`src/inc/i2c_slave_pkg.sv`:
```
package i2c_slave_pkg;

    localparam int unsigned ADDR_BITS  = 7;
    localparam int unsigned BYTE_BITS  = 8;
    localparam int unsigned CNT_BITS   = 4;
    localparam int unsigned BUF_DEPTH  = 2;

    // Rising clock edges that complete one byte
    localparam logic [3:0]  LAST_BIT   = 4'h8;
    localparam logic [3:0]  CNT_RST    = 4'h0;
    localparam logic [7:0]  SHIFT_RST  = 8'h00;

    // Wait point select encodings
    localparam logic        WAIT_AFTER8 = 1'b0;
    localparam logic        WAIT_AFTER9 = 1'b1;

    // Direction bit encodings
    localparam logic        DIR_WRITE  = 1'b0;
    localparam logic        DIR_READ   = 1'b1;

    // Lines are only ever pulled low
    localparam logic        LINE_LOW   = 1'b0;

    typedef enum logic [3:0] {
        ST_IDLE,
        ST_ADDR,
        ST_ADDR_ACK,
        ST_ADDR_HOLD,
        ST_DATA,
        ST_WAIT8,
        ST_DATA_ACK,
        ST_WAIT9,
        ST_IGNORE
    } slave_state_t;

    typedef struct packed {
        logic       first;
        logic [7:0] data;
    } rx_word_t;

    typedef struct packed {
        logic addr_match;
        logic xfer_end;
        logic stop;
    } bus_event_t;

    typedef struct packed {
        logic start_detected_flag;
        logic stop_detected_flag;
        logic addr_matched;
        logic direction;
    } slave_status_t;

    localparam bus_event_t    EVT_RST    = '0;
    localparam slave_status_t STATUS_RST = '0;

endpackage

```
`src/rtl/rx_skid_buffer.sv`:
```
`timescale 1ns/1ps
`default_nettype none

module rx_skid_buffer #(
    parameter int unsigned WIDTH = 9,
    parameter int unsigned DEPTH = 2
) (
    input  wire logic             ref_clk,
    input  wire logic             rst_n,
    input  wire logic [WIDTH-1:0] in_data,
    input  wire logic             in_valid,
    output logic                  in_ready,
    output logic      [WIDTH-1:0] out_data,
    output logic                  out_valid,
    input  wire logic             out_ready
);

    logic [WIDTH-1:0] data_all [DEPTH];
    logic [DEPTH:0]   vld_all;
    logic [DEPTH-1:0] shift_vld;
    logic             pop;
    logic             push;

    assign pop       = vld_all[0] & out_ready;
    assign push      = in_valid & in_ready;
    assign in_ready  = ~vld_all[DEPTH-1];
    assign out_data  = data_all[0];
    assign out_valid = vld_all[0];
    assign vld_all[DEPTH] = 1'b0;

    // Entries shift toward the head on a pop; a push fills the first free slot
    genvar i;
    generate
        for (i = 0; i < DEPTH; i++) begin : g_entry
            logic             fill;
            logic             vld_ff;
            logic [WIDTH-1:0] data_ff;
            assign shift_vld[i] = pop ? vld_all[i+1] : vld_all[i];
            assign vld_all[i]   = vld_ff;
            assign data_all[i]  = data_ff;
            if (i == 0) begin : g_head
                assign fill = push & ~shift_vld[0];
            end else begin : g_tail
                assign fill = push & ~shift_vld[i] & shift_vld[i-1];
            end
            always_ff @(posedge ref_clk) begin
                if (!rst_n) begin
                    vld_ff  <= 1'b0;
                    data_ff <= '0;
                end else begin
                    vld_ff <= shift_vld[i] | fill;
                    if (fill) begin
                        data_ff <= in_data;
                    end else if (pop && i < DEPTH-1) begin
                        data_ff <= data_all[(i+1) % DEPTH];
                    end
                end
            end
        end
    endgenerate

endmodule

`default_nettype wire

```
`src/rtl/i2c_slave_rx.sv`:
```
`timescale 1ns/1ps
`default_nettype none

module i2c_slave_rx (
    input  wire logic                          ref_clk,
    input  wire logic                          rst_n,
    input  wire logic                          serial_clock_line_in,
    output logic                               serial_clock_line_out,
    output logic                               serial_clock_line_oe,
    input  wire logic                          serial_data_line_in,
    output logic                               serial_data_line_out,
    output logic                               serial_data_line_oe,
    input  wire logic [6:0]                    own_address,
    input  wire logic                          wait_point_select,
    input  wire logic                          wait_release,
    output logic                               bus_event_interrupt,
    output i2c_slave_pkg::bus_event_t          bus_event,
    output i2c_slave_pkg::slave_status_t       status,
    output logic [7:0]                         shift_data_register,
    output i2c_slave_pkg::rx_word_t            rx_word,
    output logic                               rx_valid,
    input  wire logic                          rx_ready
);
    import i2c_slave_pkg::*;

    logic          scl_meta_ff;
    logic          scl_sync_ff;
    logic          scl_prev_ff;
    logic          sda_meta_ff;
    logic          sda_sync_ff;
    logic          sda_prev_ff;
    logic          scl_rise;
    logic          scl_fall;
    logic          start_edge;
    logic          stop_edge;
    slave_state_t  state_ff;
    slave_state_t  nxt_state;
    logic [3:0]    cnt_ff;
    logic [7:0]    shift_ff;
    logic          late_ff;
    logic          first_ff;
    logic          addr_hit;
    logic          push;
    logic          buf_ready;
    logic          released;
    logic          scl_oe_ff;
    logic          sda_oe_ff;
    logic          irq_ff;
    bus_event_t    evt_ff;
    slave_status_t status_ff;
    rx_word_t      push_word;

    // Two-stage synchronisers, then edge history
    always_ff @(posedge ref_clk) begin
        if (!rst_n) begin
            scl_meta_ff <= 1'b1;
            scl_sync_ff <= 1'b1;
            scl_prev_ff <= 1'b1;
            sda_meta_ff <= 1'b1;
            sda_sync_ff <= 1'b1;
            sda_prev_ff <= 1'b1;
        end else begin
            scl_meta_ff <= serial_clock_line_in;
            scl_sync_ff <= scl_meta_ff;
            scl_prev_ff <= scl_sync_ff;
            sda_meta_ff <= serial_data_line_in;
            sda_sync_ff <= sda_meta_ff;
            sda_prev_ff <= sda_sync_ff;
        end
    end

    assign scl_rise   = scl_sync_ff & ~scl_prev_ff;
    assign scl_fall   = ~scl_sync_ff & scl_prev_ff;
    assign start_edge = scl_sync_ff & scl_prev_ff & sda_prev_ff & ~sda_sync_ff;
    assign stop_edge  = scl_sync_ff & scl_prev_ff & ~sda_prev_ff & sda_sync_ff;
    assign addr_hit   = (shift_ff[7:1] == own_address);
    assign released   = wait_release & buf_ready;
    assign push       = released & ((state_ff == ST_WAIT8) | (state_ff == ST_WAIT9));
    assign push_word  = '{first: first_ff, data: shift_ff};

    always_comb begin
        nxt_state = state_ff;
        if (start_edge) begin
            nxt_state = ST_ADDR;
        end else if (stop_edge) begin
            nxt_state = ST_IDLE;
        end else begin
            case (state_ff)
                ST_ADDR: begin
                    if (scl_fall && cnt_ff == LAST_BIT) begin
                        nxt_state = addr_hit ? ST_ADDR_ACK : ST_IGNORE;
                    end
                end
                ST_ADDR_ACK: begin
                    if (scl_fall) begin
                        nxt_state = ST_ADDR_HOLD;
                    end
                end
                ST_ADDR_HOLD: begin
                    if (wait_release) begin
                        nxt_state = (status_ff.direction == DIR_READ) ? ST_IGNORE : ST_DATA;
                    end
                end
                ST_DATA: begin
                    if (scl_fall && cnt_ff == LAST_BIT) begin
                        nxt_state = (wait_point_select == WAIT_AFTER8) ? ST_WAIT8 : ST_DATA_ACK;
                    end
                end
                ST_WAIT8: begin
                    if (released) begin
                        nxt_state = ST_DATA_ACK;
                    end
                end
                ST_DATA_ACK: begin
                    if (scl_fall) begin
                        nxt_state = late_ff ? ST_WAIT9 : ST_DATA;
                    end
                end
                ST_WAIT9: begin
                    if (released) begin
                        nxt_state = ST_DATA;
                    end
                end
                default: nxt_state = state_ff;
            endcase
        end
    end

    always_ff @(posedge ref_clk) begin
        if (!rst_n) begin
            state_ff <= ST_IDLE;
        end else begin
            state_ff <= nxt_state;
        end
    end

    // Bit counter and receive shifter
    always_ff @(posedge ref_clk) begin
        if (!rst_n) begin
            cnt_ff   <= CNT_RST;
            shift_ff <= SHIFT_RST;
        end else if (start_edge || (nxt_state != state_ff && (nxt_state == ST_ADDR || nxt_state == ST_DATA))) begin
            cnt_ff <= CNT_RST;
        end else if (scl_rise && (state_ff == ST_ADDR || state_ff == ST_DATA)) begin
            cnt_ff   <= cnt_ff + 4'h1;
            shift_ff <= {shift_ff[6:0], sda_sync_ff};
        end
    end

    // Byte bookkeeping for the buffer
    always_ff @(posedge ref_clk) begin
        if (!rst_n) begin
            late_ff  <= 1'b0;
            first_ff <= 1'b0;
        end else begin
            if (state_ff == ST_DATA && nxt_state == ST_DATA_ACK) begin
                late_ff <= 1'b1;
            end else if (nxt_state == ST_WAIT8) begin
                late_ff <= 1'b0;
            end
            if (state_ff == ST_ADDR_HOLD) begin
                first_ff <= 1'b1;
            end else if (push) begin
                first_ff <= 1'b0;
            end
        end
    end

    // Open-drain line drivers
    always_ff @(posedge ref_clk) begin
        if (!rst_n) begin
            scl_oe_ff <= 1'b0;
            sda_oe_ff <= 1'b0;
        end else begin
            scl_oe_ff <= (nxt_state == ST_ADDR_HOLD) || (nxt_state == ST_WAIT8) || (nxt_state == ST_WAIT9);
            sda_oe_ff <= (nxt_state == ST_ADDR_ACK) || (nxt_state == ST_DATA_ACK);
        end
    end

    // Event pulse and its cause
    always_ff @(posedge ref_clk) begin
        if (!rst_n) begin
            irq_ff <= 1'b0;
            evt_ff <= EVT_RST;
        end else begin
            irq_ff <= 1'b0;
            if (state_ff == ST_ADDR_ACK && nxt_state == ST_ADDR_HOLD) begin
                irq_ff <= 1'b1;
                evt_ff <= '{addr_match: 1'b1, xfer_end: 1'b0, stop: 1'b0};
            end else if ((state_ff == ST_DATA && nxt_state == ST_WAIT8) ||
                         (state_ff == ST_DATA_ACK && nxt_state == ST_WAIT9)) begin
                irq_ff <= 1'b1;
                evt_ff <= '{addr_match: 1'b0, xfer_end: 1'b1, stop: 1'b0};
            end else if (stop_edge) begin
                irq_ff <= 1'b1;
                evt_ff <= '{addr_match: 1'b0, xfer_end: 1'b0, stop: 1'b1};
            end
        end
    end

    // Status flags
    always_ff @(posedge ref_clk) begin
        if (!rst_n) begin
            status_ff <= STATUS_RST;
        end else if (start_edge) begin
            status_ff <= '{start_detected_flag: 1'b1, stop_detected_flag: 1'b0,
                           addr_matched: 1'b0, direction: DIR_WRITE};
        end else if (stop_edge) begin
            status_ff <= '{start_detected_flag: 1'b0, stop_detected_flag: 1'b1,
                           addr_matched: 1'b0, direction: DIR_WRITE};
        end else if (state_ff == ST_ADDR && nxt_state == ST_ADDR_ACK) begin
            status_ff.addr_matched <= 1'b1;
            status_ff.direction    <= shift_ff[0];
        end
    end

    rx_skid_buffer #(
        .WIDTH ($bits(rx_word_t)),
        .DEPTH (BUF_DEPTH)
    ) u_buf (
        .ref_clk   (ref_clk),
        .rst_n     (rst_n),
        .in_data   (push_word),
        .in_valid  (push),
        .in_ready  (buf_ready),
        .out_data  (rx_word),
        .out_valid (rx_valid),
        .out_ready (rx_ready)
    );

    assign serial_clock_line_out = LINE_LOW;
    assign serial_data_line_out  = LINE_LOW;
    assign serial_clock_line_oe  = scl_oe_ff;
    assign serial_data_line_oe   = sda_oe_ff;
    assign bus_event_interrupt   = irq_ff;
    assign bus_event             = evt_ff;
    assign status                = status_ff;
    assign shift_data_register   = shift_ff;
endmodule

`default_nettype wire

```
`config.mk`:
```
export PLATFORM = sky130hd
export DESIGN_NAME = i2c_slave_rx
export DESIGN_NICKNAME = d
export VERILOG_FILES = /design/src/inc/i2c_slave_pkg.sv /design/src/rtl/rx_skid_buffer.sv /design/src/rtl/i2c_slave_rx.sv
export SDC_FILE = /design/constraint.sdc
export NUM_CORES = 1
export LEC_CHECK = 0
export BUFFER_PORTS_ARGS = -buffer_cell sky130_fd_sc_hd__buf_2
export CORE_UTILIZATION = 59
export CTS_CLUSTER_DIAMETER = 40
export CTS_CLUSTER_SIZE = 16
export DETAILED_ROUTE_END_ITERATION = 16
export GPL_TIMING_DRIVEN = 0
export PLACE_DENSITY_LB_ADDON = 0.2
export SLEW_MARGIN = 20
export SYNTH_ARGS = -nofsm -noshare
export SYNTH_HDL_FRONTEND = slang
export SYNTH_SLANG_ARGS = --single-unit
```
`constraint.sdc`:
```
create_clock -name ref_clk -period 2.7 [get_ports ref_clk]
set_input_delay 0.27 -clock ref_clk [delete_from_list [all_inputs] [get_ports ref_clk]]
set_output_delay 0.27 -clock ref_clk [all_outputs]
set_load 0.1 [all_outputs]
```
==> results.md <==
- Hpwl dp: 4.04 mm
- Antenna cells: 0
- Root buf cell: clkbuf_8
- Num CTS Buffers: 5
- Status: finished, final reports clean
- CTS tree: yes
- Reg2Reg Launch Point: shift_data_register[5]$_SDFFE_PN0P_
- Power share of the sequential group: 53.6%
- Layout overhead on the synthesized area: 15.6%
- Lkg Pwr: 1.21 nW
- Async set or reset register ratio after synthesis: 0%
- Die width: 65.9 um
- Final hold vios: 0
- Final Skew: 0.00843 ns
- Max Cap Viol: 0
- Post-synth top cells: dfxtp_1, nand2_1, nor2_1, a21oi_1, nand3_1
- Final TNS setup: 0 ns
- Psw: 387 uW
- R2R Setup Slk: 0.58 ns
- Clk_lat worst skew: 0.30 ns
- CP Buf/Inv Count: 0
- Clock share of power: 34.2%
- WS Path Type: reg -> reg
- Tmin final: 2.12 ns
- Drt first pass iters: 4
- WP data arrival: 2.35 ns
- Total power: 1.53 mW
- Post-synth top area share: 44.8%
- Fmax: 0.472 GHz
- Post-CTS Setup Bufs: 0
- Data required time of the worst path: 2.93 ns
- Input/output buffers: 41
- #FFs+latches synth: 54
- Residual DRC: 0
- Final WL: 5.57 mm
- Reg clk slew, reported paths: 0.09 ns
- Sequential-to-total area share from yosys stat: 44.8%
- Antenna violations before repair: 0
- Combinational power share: 12.2%
- Power Density: 550 nW/um^2
- Critical path, cell by cell: xor2_1 -> nor4_4 -> nand4_1 -> a41oi_2 -> and4bb_4 -> nor3_1
- Worst setup SP type: flip-flop
- Number of global-route vias before repair: 1914
- Max clock buf depth: 2
- Worst Setup SP: shift_data_register[5]$_SDFFE_PN0P_
- Initial Utilization: 63.5%
- Prevailing post-synth register cell: dfxtp_1
- Synth top area cells: dfxtp_1, nand2_1, nor2_1
- Die area: 4350 um^2
- Max VDD drop: 339 uV
- Final setup violation count: 0
- Leading area contributor after synthesis: dfxtp_1
- Min Hold Slack: 0.141 ns
- Post-synth EDFFs: 0
- GRT overflow: 0
- Post-CTS Resized: 0
- Critical Path End Type: flip-flop
- Post-Synthesis Cell Area: 2410 um^2
- Min-delay src: serial_data_line_in
- Share of cells above drive strength 1: 19.9%
- Clk sinks: 54
- Placed instance count: 366
- CP max-delay cell: dfxtp_1
- Relative slew slack: 66.5%
- ANT nets after route: 0
- Sw frac: 25.3%
- Worst-path maximum fanout: 6
- Core Box Area: 3800 um^2
- Syn_area_per_cell: 8.74 um^2
- Nets: 341
- Global-route wire length before repair: 8.83 mm
- Wire per inst: 14.9 um
- Finished Layout Cells: 374
- H-tree depth: 2
- Via density: 5.81
- Largest net degree at the start of global routing: 16
- Final period util: 78.5%
- Min-Delay Path Class: in -> reg
- RD Place Congestion: 0.914
- Cell internal pwr: 1.14 mW
- Crit path max-delay family: simple AND/OR/NAND/NOR gates
- Crit path largest cell delay: 0.52 ns
- CTS hold repair buffers: 0
- Die height: 65.9 um
- Vias: 2174
- Instance count of the mapped netlist: 276
- Yosys cell types: 44
- Slew Limit Fails: 0
- Total track usage: 27.2%
- I/O pin count: 44
- Row count: 22
- RSZ-0062 raised after global routing: false
- Most frequent cell after synthesis: dfxtp_1
- Worst-Margin Slew: 0.503 ns
- Initial DRC count: 228
- Syn. warnings: 0
[per-layer routing]
metal,GRT usage (%),routed length [um],vias to the layer above
li1,-,-,1050
met1,36.1,2560,1036
met2,42.3,2600,76
met3,5.69,317,12
met4,11.7,95,0
met5,0,0,-
[layout make-up]
| type | instances | area [um^2] |
|---|---|---|
| clock buffers | 7 | 76.3 |
| plain buffers | 16 | 77.6 |
| inverters | 8 | 30.0 |
| well taps | 48 | 60.1 |
| flip-flops and latches | 54 | 1080 |
| fillers | 309 | 1010 |
| repair buffers | 41 | 205 |
| multi-input cells | 199 | 1230 |
| clock inverters | 1 | 30.0 |
[per-stage QoR]
step	instance area, um^2	util, %	setup WS, ns
after floorplan	2420	-	0.285
after global placement	2680	70.6	0.717
after detailed placement	2680	70.6	0.658
after CTS	2790	73.4	0.619
after global routing	2790	73.4	0.533
final	2790	73.4	0.581
[cell families (layout without fill, tap and decap cells)]
kind of cell    count (synthesis)  in the layout  synth area share, %
compound gates                 44             44                 12.7
xor+xnor                       12             12                 4.36
fa+ha+maj                       2              2                 1.04
buf+inv                        24             73                 4.46
flops                          54             54                 44.8
mux                            11             11                 4.56
other cells                     1              2                0.155
simple gates                  128            128                 28.0
[power groups by stage]
stage | Sequential [mW] | Combinational [mW] | Clock, mW
floorplan | 0.872 | 0.108 | 0
global placement | 0.840 | 0.180 | 0
detailed placement | 0.840 | 0.184 | 0
CTS | 0.821 | 0.185 | 0.526
global route | 0.823 | 0.201 | 0.564
finish | 0.822 | 0.187 | 0.523
[registers in the layout, summed over array words and instances, names as in the netlist]
name                   cells
bus_event                  3
bus_event_interrupt        1
cnt_ff                     4
first_ff                   1
late_ff                    1
scl_meta_ff                1
scl_prev_ff                1
scl_sync_ff                1
sda_meta_ff                1
sda_prev_ff                1
sda_sync_ff                1
serial_clock_line_oe       1
serial_data_line_oe        1
shift_data_register        8
state_ff                   4
status                     4
u_buf.g_entry.data_ff      9
u_buf.g_entry.vld_ff       1
u_buf.out_data             9
u_buf.out_valid            1
[layout by cell type, fill, tap and decap left out, drive strengths merged, types with 2 or more instances in the layout]
cell and instances:
a21oi 17, a311oi 10, a32oi 2, and2 2
and3 2, buf 50, clkbuf 14, clkinv 2
conb 2, dfxtp 54, ha 2, inv 6
mux2i 11, nand2 39, nand2b 10, nand3 15
nand3b 4, nand4 2, nand4b 2, nor2 32
nor2b 3, nor3 8, nor4b 2, o21ai 7
xnor2 2, xor2 10
[worst paths after layout]
check,to,cells after the start
setup reg to reg,cnt_ff[1]$_SDFFE_PP0P_,6
hold / removal,sda_meta_ff$_SDFF_PN1_,2
hold reg to reg,sda_sync_ff$_SDFF_PN1_,1
setup / recovery,cnt_ff[1]$_SDFFE_PP0P_,6
No activity file was read; power rests on OpenSTA's default activity.
